## src/adc_defs.vh

```
// constants for the converter control block
`ifndef ADC_DEFS_VH
`define ADC_DEFS_VH
`define ADC_IDX_CTRL0 3'h0
`define ADC_IDX_CTRL1 3'h1
`define ADC_IDX_CTRL2 3'h2
`define ADC_IDX_RESHI 3'h3
`define ADC_IDX_RESLO 3'h4
`define ADC_IDX_STAT 3'h5
`define ADC_RST_CTRL0 6'h00
`define ADC_RST_CFG 3'h0
`define ADC_RST_CTRL2 7'h00
`define ADC_PCFG_FUSE1 3'h0
`define ADC_PCFG_FUSE0 3'h7
`define ADC_CH_LAST 4'hc
`define ADC_CH_SMALL_LO 4'h5
`define ADC_CH_SMALL_HI 4'h7
`define ADC_PCFG_ALLA 4'h2
`define ADC_NUM_IN 13
`define ADC_CONV_TADS 4'hb
`define ADC_SAR_BITS 4'ha
`define ADC_TRIAL_MID 10'h200
`define ADC_TCY_CLKS 7'h04
`define ADC_RC_CLKS 7'h28
`define ADC_DIV2 7'h02
`define ADC_DIV4 7'h04
`define ADC_DIV8 7'h08
`define ADC_DIV16 7'h10
`define ADC_DIV32 7'h20
`define ADC_DIV64 7'h40
`define ADC_ACQ0 5'h00
`define ADC_ACQ1 5'h02
`define ADC_ACQ2 5'h04
`define ADC_ACQ3 5'h06
`define ADC_ACQ4 5'h08
`define ADC_ACQ5 5'h0c
`define ADC_ACQ6 5'h10
`define ADC_ACQ7 5'h14
`endif

```

## src/adc_control_registers.v

```verilog
// converter control registers, timing sequencer and successive approximation logic
`include "adc_defs.vh"
module adc_control_registers (
	input wire clk, // 10 MHz system clock
	input wire rst_n, // synchronous reset, active low
	input wire [2:0] regAddr, // register index
	input wire [7:0] regWrData, // write data
	input wire regWr, // write strobe
	input wire regRd, // read strobe
	output reg [7:0] regRdData, // read data, cycle after strobe
	input wire compIn, // comparator: input at or above trial level
	input wire portAnalogDefaultFuse, // fuse strap, sampled at reset
	input wire smallPackage, // strap, high on small package
	output reg [3:0] analogChannelSelect, // analog mux select
	output reg channelValid, // selected input exists
	output reg sampleEn, // sampling switch closed
	output reg [9:0] trialCode, // trial level for the comparator
	output reg negReferenceSelect, // low reference from input 2
	output reg posReferenceSelect, // high reference from input 3
	output reg [12:0] analogPinMask, // 1 = pin is analog
	output reg conversionDoneFlag // sticky done flag
);

////////////////////////////////////////////////////////////////////////////////
// state
// rc wait stands for the instruction cycle hold-off of the rc clock
localparam ST_IDLE = 2'h0;
localparam ST_RCWAIT = 2'h1;
localparam ST_ACQ = 2'h2;
localparam ST_CONV = 2'h3;

reg [1:0] state;
reg [1:0] next_state;
reg converterOn;
reg goFlag;
reg [1:0] cfgRef;
reg [3:0] pinAnalogConfig;
reg resultJustify;
reg [2:0] acquisitionTimeSelect;
reg [2:0] conversionClockSelect;
reg [9:0] result;
reg [9:0] sar;
reg [6:0] divCount;
reg [4:0] tadCount;
reg fuseMeta;
reg fuseSync;
reg pkgMeta;
reg pkgSync;

////////////////////////////////////////////////////////////////////////////////
// clock source and acquisition tables
reg [6:0] tadDiv;
reg [4:0] acqTads;
wire useRc;

// codes 3 and 7 both pick the rc clock
assign useRc = (conversionClockSelect[1:0] == 2'h3);

always @* begin
	case (conversionClockSelect)
	3'h0: tadDiv = `ADC_DIV2;
	3'h1: tadDiv = `ADC_DIV8;
	3'h2: tadDiv = `ADC_DIV32;
	3'h4: tadDiv = `ADC_DIV4;
	3'h5: tadDiv = `ADC_DIV16;
	3'h6: tadDiv = `ADC_DIV64;
	default: tadDiv = `ADC_RC_CLKS;
	endcase
end

always @* begin
	case (acquisitionTimeSelect)
	3'h0: acqTads = `ADC_ACQ0;
	3'h1: acqTads = `ADC_ACQ1;
	3'h2: acqTads = `ADC_ACQ2;
	3'h3: acqTads = `ADC_ACQ3;
	3'h4: acqTads = `ADC_ACQ4;
	3'h5: acqTads = `ADC_ACQ5;
	3'h6: acqTads = `ADC_ACQ6;
	default: acqTads = `ADC_ACQ7;
	endcase
end

////////////////////////////////////////////////////////////////////////////////
// synchronisers for pins from outside
// the comparator is not here: the analog model drives it straight from trialCode, without a flop
always @(posedge clk) begin
	fuseMeta <= portAnalogDefaultFuse;
	fuseSync <= fuseMeta;
	pkgMeta <= smallPackage;
	pkgSync <= pkgMeta;
end

////////////////////////////////////////////////////////////////////////////////
// bit period timer: one tick per bit period, restarted on every state change
wire tadTick;
wire stateChange;

assign stateChange = (next_state != state);
// >= so that a divider change in mid-conversion cannot make the counter wrap
assign tadTick = (divCount >= tadDiv - 7'h01);

always @(posedge clk) begin
	if (!rst_n || stateChange || state == ST_IDLE) begin
		divCount <= 7'h00;
	end else if (state == ST_RCWAIT) begin
		// the hold-off counts plain clocks, not bit periods
		divCount <= divCount + 7'h01;
	end else if (tadTick) begin
		divCount <= 7'h00;
	end else begin
		divCount <= divCount + 7'h01;
	end
end

////////////////////////////////////////////////////////////////////////////////
// sequencer
wire goWrite;
wire rcDone;
wire acqDone;
wire convDone;

assign goWrite = regWr && regAddr == `ADC_IDX_CTRL0 && regWrData[1] && regWrData[0];
assign rcDone = (divCount == `ADC_TCY_CLKS - 7'h01);
assign acqDone = tadTick && (tadCount == acqTads - 5'h01);
assign convDone = tadTick && (tadCount == {1'b0, `ADC_CONV_TADS} - 5'h01);

always @* begin
	next_state = state;
	case (state)
	ST_IDLE: begin
		if (goWrite && converterOn) begin
			if (useRc) begin
				next_state = ST_RCWAIT;
			end else if (acqTads != `ADC_ACQ0) begin
				next_state = ST_ACQ;
			end else begin
				next_state = ST_CONV;
			end
		end
	end
	ST_RCWAIT: begin
		if (rcDone) begin
			next_state = (acqTads != `ADC_ACQ0) ? ST_ACQ : ST_CONV;
		end
	end
	ST_ACQ: begin
		if (acqDone) begin
			next_state = ST_CONV;
		end
	end
	ST_CONV: begin
		if (convDone) begin
			next_state = ST_IDLE;
		end
	end
	default: next_state = ST_IDLE;
	endcase
	// clearing the on bit drops to idle without setting the done flag, unless the last bit period ends in the write's cycle or the next
	if (!converterOn) begin
		next_state = ST_IDLE;
	end
end

always @(posedge clk) begin
	if (!rst_n) begin
		state <= ST_IDLE;
	end else begin
		state <= next_state;
	end
end

// counts bit periods inside the current state
always @(posedge clk) begin
	if (!rst_n || stateChange) begin
		tadCount <= 5'h00;
	end else if (tadTick && state != ST_IDLE) begin
		tadCount <= tadCount + 5'h01;
	end
end

////////////////////////////////////////////////////////////////////////////////
// successive approximation: first tick settles, ticks 1..10 decide bits 9..0
wire [3:0] bitPos;
wire decide;
wire [9:0] sarKeep;

// the comparator follows trialCode without a clock and is read straight: a two-flop synchroniser
// would need three clocks per decision, more than a two-clock bit period
assign sarKeep = compIn ? trialCode : sar;
assign decide = (state == ST_CONV) && tadTick && tadCount != 5'h00
	&& tadCount <= {1'b0, `ADC_SAR_BITS};
assign bitPos = `ADC_SAR_BITS - tadCount[3:0];

always @(posedge clk) begin
	if (!rst_n) begin
		sar <= 10'h000;
		trialCode <= 10'h000;
	end else if (state != ST_CONV) begin
		sar <= 10'h000;
		trialCode <= `ADC_TRIAL_MID;
	end else if (decide) begin
		// keep the trial bit when the input sits at or above it
		sar <= sarKeep;
		trialCode <= sarKeep
			| ((bitPos != 4'h0) ? (10'h001 << (bitPos - 4'h1)) : 10'h000);
	end
end

// result keeps its contents across reset, as the device does
always @(posedge clk) begin
	if (state == ST_CONV && convDone) begin
		// bit 0 is decided on this same edge, so take it from sarKeep
		result <= sarKeep;
	end
end

////////////////////////////////////////////////////////////////////////////////
// registers
wire ctrlWr0;
wire ctrlWr1;
wire ctrlWr2;
wire statWr;
wire nextOn;

assign ctrlWr0 = regWr && regAddr == `ADC_IDX_CTRL0;
assign ctrlWr1 = regWr && regAddr == `ADC_IDX_CTRL1;
assign ctrlWr2 = regWr && regAddr == `ADC_IDX_CTRL2;
assign statWr = regWr && regAddr == `ADC_IDX_STAT;
// writes to the result halves are ignored; status bit 0 clears on a 0
// on bit as it will stand after this edge, so sampling follows a write at once
assign nextOn = ctrlWr0 ? regWrData[0] : converterOn;

always @(posedge clk) begin
	if (!rst_n) begin
		{analogChannelSelect, goFlag, converterOn} <= `ADC_RST_CTRL0;
		cfgRef <= 2'h0;
		pinAnalogConfig <= {1'b0, fuseSync ? `ADC_PCFG_FUSE1 : `ADC_PCFG_FUSE0};
		{resultJustify, acquisitionTimeSelect, conversionClockSelect} <= `ADC_RST_CTRL2;
	end else begin
		if (ctrlWr0) begin
			analogChannelSelect <= regWrData[5:2];
			converterOn <= regWrData[0];
		end
		if (ctrlWr1) begin
			cfgRef <= regWrData[5:4];
			pinAnalogConfig <= regWrData[3:0];
		end
		if (ctrlWr2) begin
			resultJustify <= regWrData[7];
			acquisitionTimeSelect <= regWrData[5:3];
			conversionClockSelect <= regWrData[2:0];
		end
		// go mirrors the sequencer: high from the start edge until the done edge
		if (next_state != ST_IDLE) begin
			goFlag <= 1'b1;
		end else begin
			goFlag <= 1'b0;
		end
	end
end

// done flag: hardware set wins over a software clear
always @(posedge clk) begin
	if (!rst_n) begin
		conversionDoneFlag <= 1'b0;
	end else if (state == ST_CONV && convDone) begin
		conversionDoneFlag <= 1'b1;
	end else if (statWr && !regWrData[0]) begin
		conversionDoneFlag <= 1'b0;
	end
end

////////////////////////////////////////////////////////////////////////////////
// analog side controls
wire chanExists;
reg [12:0] next_mask;
reg [3:0] digCount;
integer i;

// missing inputs still convert; only channelValid tells them apart
assign chanExists = analogChannelSelect <= `ADC_CH_LAST
	&& !(pkgSync && analogChannelSelect >= `ADC_CH_SMALL_LO
	&& analogChannelSelect <= `ADC_CH_SMALL_HI);

always @* begin
	next_mask = 13'h0000;
	// codes up to 2 leave every input analog
	digCount = (pinAnalogConfig <= `ADC_PCFG_ALLA) ? 4'h0 : pinAnalogConfig - `ADC_PCFG_ALLA;
	if (pinAnalogConfig == 4'hf) begin
		digCount = 4'hd;
	end
	for (i = 0; i < `ADC_NUM_IN; i = i + 1) begin
		next_mask[i] = (i < `ADC_NUM_IN - digCount);
	end
end

always @(posedge clk) begin
	if (!rst_n) begin
		channelValid <= 1'b0;
		sampleEn <= 1'b0;
		negReferenceSelect <= 1'b0;
		posReferenceSelect <= 1'b0;
		analogPinMask <= 13'h0000;
	end else begin
		channelValid <= chanExists;
		sampleEn <= nextOn && next_state != ST_CONV;
		negReferenceSelect <= cfgRef[1];
		posReferenceSelect <= cfgRef[0];
		analogPinMask <= next_mask;
	end
end

////////////////////////////////////////////////////////////////////////////////
// read port
reg [7:0] rdMux;

// halves follow the justify bit when read, not when loaded; unmapped reads zero
always @* begin
	case (regAddr)
	`ADC_IDX_CTRL0: rdMux = {2'h0, analogChannelSelect, goFlag, converterOn};
	`ADC_IDX_CTRL1: rdMux = {2'h0, cfgRef, pinAnalogConfig};
	`ADC_IDX_CTRL2: rdMux = {resultJustify, 1'b0, acquisitionTimeSelect,
		conversionClockSelect};
	`ADC_IDX_RESHI: rdMux = resultJustify ? {6'h00, result[9:8]} : result[9:2];
	`ADC_IDX_RESLO: rdMux = resultJustify ? result[7:0] : {result[1:0], 6'h00};
	`ADC_IDX_STAT: rdMux = {7'h00, conversionDoneFlag};
	default: rdMux = 8'h00;
	endcase
end

// read data stand one cycle, then fall back to zero
always @(posedge clk) begin
	if (!rst_n) begin
		regRdData <= 8'h00;
	end else if (regRd) begin
		regRdData <= rdMux;
	end else begin
		regRdData <= 8'h00;
	end
end

endmodule

```

## config.mk

```make
export PLATFORM = sky130hd
export DESIGN_NAME = adc_control_registers
export DESIGN_NICKNAME = d
export VERILOG_FILES = /design/src/adc_control_registers.v
export VERILOG_INCLUDE_DIRS = /design/src
export SDC_FILE = /design/constraint.sdc
export NUM_CORES = 1
export LEC_CHECK = 0
export BUFFER_PORTS_ARGS = -buffer_cell sky130_fd_sc_hd__buf_2
export CORE_MARGIN = 10
export CORE_UTILIZATION = 60
export CTS_BUF_LIST = sky130_fd_sc_hd__clkbuf_2
export DETAILED_ROUTE_END_ITERATION = 6
export GPL_ROUTABILITY_DRIVEN = 0
export HOLD_SLACK_MARGIN = 0.15
export MAX_ROUTING_LAYER = met4
export PLACE_DENSITY = 0.84
export SKIP_LAST_GASP = 1
export SYNTH_ARGS = -nofsm -noshare
export SYNTH_HDL_FRONTEND = slang
export SYNTH_SLANG_ARGS = --single-unit
```

## constraint.sdc

```tcl
create_clock -name clk -period 3.15 [get_ports clk]
set_input_delay 0.4725 -clock clk [delete_from_list [all_inputs] [get_ports clk]]
set_output_delay 0.4725 -clock clk [all_outputs]
set_load 0.005 [all_outputs]
```

======== Yosys cells after proc, flatten, opt, wreduce, memory -nomap -nowiden ========
Index checks and enable logic that the tools add are counted.
operators by class
  $add $sub $neg .......................... 8
  order comparisons ....................... 19
  equality and inequality tests ........... 28
  shift operators ......................... 1
  multiplexer cells ....................... 28
  bitwise operators ....................... 2
  reductions and logical operators ........ 37
operators with widths
  cell                    count
  $lt A4 B32 Y1 const A   5
  $lt A3 B32 Y1 const A   4
  $lt A1 B32 Y1 const A   2
  $lt A2 B32 Y1 const A   2
  $pmux W8 S6             1
  $pmux W7 S6             1
  $mux W10                4
  $pmux W5 S7             1
  $eq A3 B3 Y1 const B    8
  $logic_and A1 B1 Y1     19
  $mux W8                 2
  $eq A3 B2 Y1 const B    5
  $mux W7                 2
  $mux W2                 6
  $or A10 B10 Y10         1
  $reduce_bool A5 Y1      2
  $shl A1 B4 Y10 const A  1
  $eq A3 B1 Y1 const B    3
  $logic_not A3 Y1        3
  $mux W3                 3
  $mux W4                 2
  $pmux W2 S4             1
  $reduce_bool A2 Y1      4
  $add A7 B1 Y7 const B   1
  other kinds (30)        40
word-level totals
  bits in registers ....................... 93
  input bits .............................. 18
  output and inout bits ................... 40
  logic and storage cells ................. 150

======== Longest topological paths before layout ========
  depth after elaboration ................. 11
  depth in mapped cells ................... 11

======== Worst setup path before layout ========
No wires, ideal clock.
  path type ............................... reg2reg
  from .................................... reg conversionClockSelect[1]
  to ...................................... reg tadCount[3]
  library setup time ...................... 0.070 ns
  arrival ................................. 2.304 ns
  required time ........................... 3.080 ns
  path slack .............................. 0.776 ns
  stages on the path, launching flop included .. 10
  buffers on the path ..................... 1
  period minus slack after synthesis ...... 2.374 ns
  cell sequence ........................... dfxtp_1 clkbuf_1 nand2b_1 ha_1 a211o_1 a21oi_4 a211oi_4 a2111oi_4 o311a_4 a21boi_1
between the ends
  longest elaborated chain between the ends .. 10
  elaborated cells between the ends (all ways) .. 21
  those cells by class .................... add/sub: 1; order compare: 1; eq/ne: 7; mux: 7; reduce/logical: 5
ends and longest elaborated chain
  element                                     line                                                      RTL
  from (decl)                                 adc_control_registers.v:40                                reg [2:0] conversionClockSelect;
  from (signal assigned)                      adc_control_registers.v:239                               {resultJustify, acquisitionTimeSelect, conversionClockSelect} <= `ADC_RST_CTRL2;
  from (signal assigned)                      adc_control_registers.v:252                               conversionClockSelect <= regWrData[2:0];
  $eq A3 B3 Y1, or another cell as far along  adc_control_registers.v:60                                case (conversionClockSelect)
  $pmux W7 S6                                 adc_control_registers.v:60
  $sub A7 B1 Y7                               adc_control_registers.v:101                               assign tadTick = (divCount >= tadDiv - 7'h01);
  $ge A7 B7 Y1                                adc_control_registers.v:101
  $logic_and A1 B1 Y1 (on tied branches)      adc_control_registers.v:126, adc_control_registers.v:125
  $mux W2 (on tied branches)                  adc_control_registers.v:153, adc_control_registers.v:148
  $pmux W2 S4                                 adc_control_registers.v:130                               case (state)
  $mux W2                                     adc_control_registers.v:160                               if (!converterOn) begin
  $ne A2 B2 Y1                                adc_control_registers.v:99                                assign stateChange = (next_state != state);
  $logic_or A1 B1 Y1                          adc_control_registers.v:175                               if (!rst_n || stateChange) begin
  to (signal assigned)                        adc_control_registers.v:178                               tadCount <= tadCount + 5'h01;
  to (decl)                                   adc_control_registers.v:44                                reg [4:0] tadCount;
Parallel ways exist; a longest one is shown, timed or not.
A chain may end at the register's enable or synchronous reset.

======== Worst setup path after layout ========
Ends and elaborated chain as after synthesis.

==> run_summary.xml <==
<?xml version="1.0" encoding="UTF-8"?>
<metrics>
  <group name="critical_path">
    <metric name="peak_per_stage_delay_on_the_critical_path" unit="ps">540</metric>
    <metric name="critical_path_class" unit="">reg -&gt; reg</metric>
    <metric name="worstSetupStartpointType" unit="">flip-flop</metric>
    <metric name="rrSetupSlack" unit="ps">500</metric>
    <metric name="critical_path.n_buffers_inverters" unit="">1</metric>
    <metric name="timing.critical_path.required" unit="ps">3660</metric>
    <metric name="timing.rr.end" unit="">tadCount[3]$_SDFFE_PP0P_</metric>
    <metric name="reg2reg_from" unit="">conversionClockSelect[1]$_SDFFE_PN0P_</metric>
    <metric name="cp_top_family" unit="">compound AO/OA/AOI/OAI gates</metric>
    <metric name="worstRegToRegCells" unit="">9</metric>
    <metric name="worst_path_max_delay_cell" unit="">dfxtp_1</metric>
    <metric name="critPathMaxFanout" unit="">13</metric>
    <metric name="critPathCaptureType" unit="">flip-flop</metric>
    <metric name="cp_cell_sequence" unit="">nand2b_1, ha_1, a211o_1, a21oi_4, a211oi_4, buf_4, a2111oi_4, o311a_4, a21boi_1</metric>
    <metric name="cp_data_arrival_time" unit="ps">3160</metric>
  </group>
  <group name="routing">
    <metric name="viasPerCell" unit="">5.689</metric>
    <metric name="drt_first_pass_iters" unit="">6</metric>
    <metric name="dr.first_iter.drc_count" unit="">190</metric>
    <metric name="remaining_drc_errors" unit="">0</metric>
    <metric name="num_vias" unit="">3544</metric>
    <metric name="post_drt_wl_per_cell" unit="um">15.28</metric>
    <metric name="drt.antenna.violating_nets" unit="">0</metric>
    <metric name="routed_wirelength" unit="mm">9.520</metric>
  </group>
  <group name="power">
    <metric name="irDropWorstVdd" unit="mV">0.2435</metric>
    <metric name="p_total" unit="mW">2.014</metric>
    <metric name="pwr_density_cell" unit="nW/um2">405.9</metric>
    <metric name="leakagePower" unit="nW">2.038</metric>
  </group>
  <group name="floorplan">
    <metric name="num_io_pins" unit="">58</metric>
    <metric name="number_of_rows_created_at_floorplan" unit="">31</metric>
    <metric name="starting_density" unit="">0.6164</metric>
    <metric name="die-width" unit="um">106.3</metric>
    <metric name="die_outline_area" unit="um2">11300</metric>
    <metric name="die_height" unit="um">106.3</metric>
    <metric name="coreArea" unit="um2">7253</metric>
  </group>
  <group name="yosys">
    <metric name="synth_cell_type_count" unit="">72</metric>
    <metric name="post_synth_fa_ha_maj_area_fraction" unit="">0.05038</metric>
    <metric name="synth_area_in_compound_gates" unit="">0.1811</metric>
    <metric name="synth_async_sr_flop_share" unit="">0</metric>
    <metric name="yosys_warnings" unit="">0</metric>
    <metric name="synthesis.instances" unit="">469</metric>
    <metric name="synth_xor_xnor_area_share" unit="">0.02939</metric>
    <metric name="synthMuxAreaShare" unit="">0.08284</metric>
    <metric name="post_synth_and_or_nand_nor_area_fraction" unit="">0.1648</metric>
    <metric name="seq_area_frac_synth" unit="">0.4456</metric>
    <metric name="post-synth-top-area-cell" unit="">dfxtp_1</metric>
    <metric name="postSynthRegisterBits" unit="">93</metric>
    <metric name="post_synthesis_area_per_instance" unit="um2">9.532</metric>
    <metric name="synth_fp_nets" unit="">505</metric>
    <metric name="netlist_top_cells_area" unit="">dfxtp_1, edfxtp_1, mux2i_1, nor2_1, ha_1</metric>
    <metric name="ys_dominant_reg_cell" unit="">dfxtp_1</metric>
    <metric name="largest_family_of_logic_cells_by_synthesized_area" unit="">compound AO/OA/AOI/OAI gates</metric>
    <metric name="fraction_of_post_synthesis_cell_area_in_the_top_cell_type_by_area" unit="">0.3582</metric>
    <metric name="synth_enable_flop_cells" unit="">13</metric>
    <metric name="syn-cell-area" unit="um2">4471</metric>
  </group>
  <group name="clock_tree">
    <metric name="cts-root-to-sink-buffers" unit="">2</metric>
    <metric name="h-tree-depth" unit="">3</metric>
    <metric name="ctsHoldBuffers" unit="">3</metric>
    <metric name="clock_sinks" unit="">93</metric>
    <metric name="numCtsBuffers" unit="">9</metric>
    <metric name="clk_pin_slew" unit="ps">250</metric>
    <metric name="post_cts.resized_instances" unit="">0</metric>
    <metric name="tritoncts_clock_tree" unit="">done</metric>
    <metric name="cts_root_buf" unit="">clkbuf_2</metric>
    <metric name="cts_setup_buffers" unit="">0</metric>
    <metric name="insertion_delay" unit="ps">550</metric>
  </group>
  <group name="grt">
    <metric name="grt_start_max_net_pins" unit="">32</metric>
    <metric name="number_of_global_route_vias_before_repair" unit="">3399</metric>
    <metric name="global_route.overflow_total" unit="">0</metric>
    <metric name="grt_pass1_wl" unit="mm">16.28</metric>
    <metric name="grt_usage" unit="">0.1776</metric>
    <metric name="antenna_found_initial" unit="">0</metric>
  </group>
  <group name="timing">
    <metric name="max-slew-margin-rel" unit="">0.5829</metric>
    <metric name="final_hold_viol_count" unit="">0</metric>
    <metric name="fmax" unit="MHz">376.9</metric>
    <metric name="rsz0062_at_grt" unit="">no</metric>
    <metric name="layout_setup_ws" unit="ps">497.0</metric>
    <metric name="setup_viol_count_final" unit="">0</metric>
    <metric name="timing.clock.skew" unit="ps">13.55</metric>
    <metric name="tns" unit="ps">0</metric>
    <metric name="post-route-period-util" unit="">0.8422</metric>
    <metric name="worst_pin_slew" unit="ps">624.0</metric>
    <metric name="timing_max_transition_violations_final" unit="">0</metric>
    <metric name="layout_min_cycle_time" unit="ps">2653</metric>
  </group>
  <group name="cells_and_area">
    <metric name="diodes" unit="">0</metric>
    <metric name="drive_gt1_frac" unit="">0.1947</metric>
    <metric name="layout_area_overhead" unit="%">11.00</metric>
    <metric name="layout.cells.most_common" unit="">dfxtp_1</metric>
    <metric name="layout.nets" unit="">555</metric>
    <metric name="most_frequent_cells_in_the_layout" unit="">dfxtp_1, nor2_1, buf_2</metric>
    <metric name="finalInstanceArea" unit="um2">4962</metric>
  </group>
  <group name="placed_design">
    <metric name="port_buffers" unit="">56</metric>
    <metric name="hpwlAfterDp" unit="mm">7.080</metric>
    <metric name="dpl_cell_area" unit="um2">4811</metric>
    <metric name="place_ws" unit="ps">539.7</metric>
  </group>
  <group name="min_path">
    <metric name="holdCritStartpoint" unit="">regWrData[2]</metric>
    <metric name="hold_crit_path_type" unit="">in -&gt; reg</metric>
    <metric name="hold-path-cell-count" unit="">3</metric>
    <metric name="whs_endpoint" unit="">conversionClockSelect[2]$_SDFFE_PN0P_</metric>
  </group>
  <group name="run">
    <metric name="maxCapViolations" unit="">0</metric>
  </group>
  <group name="status">
    <metric name="outcome" unit="">completed</metric>
  </group>
</metrics>
per-layer routing:
| layer | GRT usage | routed length [um] |
|---|---|---|
| met1 | 0.2036 | 4237 |
| met2 | 0.2898 | 4562 |
| met3 | 0.04891 | 573 |
| met4 | 0.06867 | 146 |
| met5 | - | 0 |
synthesized netlist by cell type, types with 4 or more instances:
master    count
a31oi_1       6
nand3_1      10
o21a_1       10
a21oi_1      27
nand2b_1      7
dfxtp_1      80
mux2i_1      28
mux2_2        6
nor2b_1       8
clkbuf_1     16
xor2_1        4
nand4_1       4
buf_2         7
a221oi_1      6
nor3_1       14
nor2_1       63
and2_1        5
inv_1        22
o21ai_0      28
ha_1         18
edfxtp_1     13
nand2_1      15
xnor2_1      11
stage by stage:
stage                     std cells    util  hold slack (ps)
after floorplan                 469       -            309.6
after global placement          604  0.6633            311.4
after detailed placement        604  0.6633            314.3
after CTS                       623  0.6841            151.7
after global routing            623  0.6841            165.7
final                           623  0.6841            174.5
power breakdown:
| part | switching (mW) | internal [mW] |
|---|---|---|
| sequential | 0.0190 | 1.23 |
| clock | 0.413 | 0.195 |
| combinational | 0.0863 | 0.0691 |
| total | 0.519 | 1.50 |
registers in the layout, summed over array words and instances (netlist names), 4 cells and up:
name,flops
analogPinMask,13
pinAnalogConfig,4
trialCode,10
regRdData,8
sar,10
result,10
analogChannelSelect,4
tadCount,5
divCount,7
worst min-delay path, cell delays in order:
cell and delay (ps):
buf_2 100, mux2i_1 70, nor2_1 80
kinds of logic after synthesis:
group | after synthesis
compound gates | 114
xor+xnor | 15
fa+ha+maj | 18
buf+inv | 49
flops | 93
mux | 35
other cells | 1
simple gates | 144
worst max path at each step:
stage                                               start                       end  slack, ps  cells after the start
CTS                 conversionClockSelect[1]$_SDFFE_PN0P_  tadCount[3]$_SDFFE_PP0P_        480                      9
global placement    conversionClockSelect[0]$_SDFFE_PN0P_  tadCount[3]$_SDFFE_PP0P_        620                      9
floorplan           conversionClockSelect[1]$_SDFFE_PN0P_  tadCount[3]$_SDFFE_PP0P_        780                      9
global route        conversionClockSelect[1]$_SDFFE_PN0P_  tadCount[3]$_SDFFE_PP0P_        270                      9
finish              conversionClockSelect[1]$_SDFFE_PN0P_  tadCount[3]$_SDFFE_PP0P_        500                      9
detailed placement  conversionClockSelect[1]$_SDFFE_PN0P_  tadCount[3]$_SDFFE_PP0P_        540                      9
layout make-up:
class / instances / area [um2]
Clock buffer: 10 / 50.05
Clock inverter: 6 / 71.32
Fill cell: 561 / 2291
Inverter: 23 / 86.33
Multi-Input combinational cell: 327 / 2283
Sequential cell: 93 / 1992
Tap cell: 99 / 123.9
Timing Repair Buffer: 65 / 355.3
(Power assumes the default switching activity.)
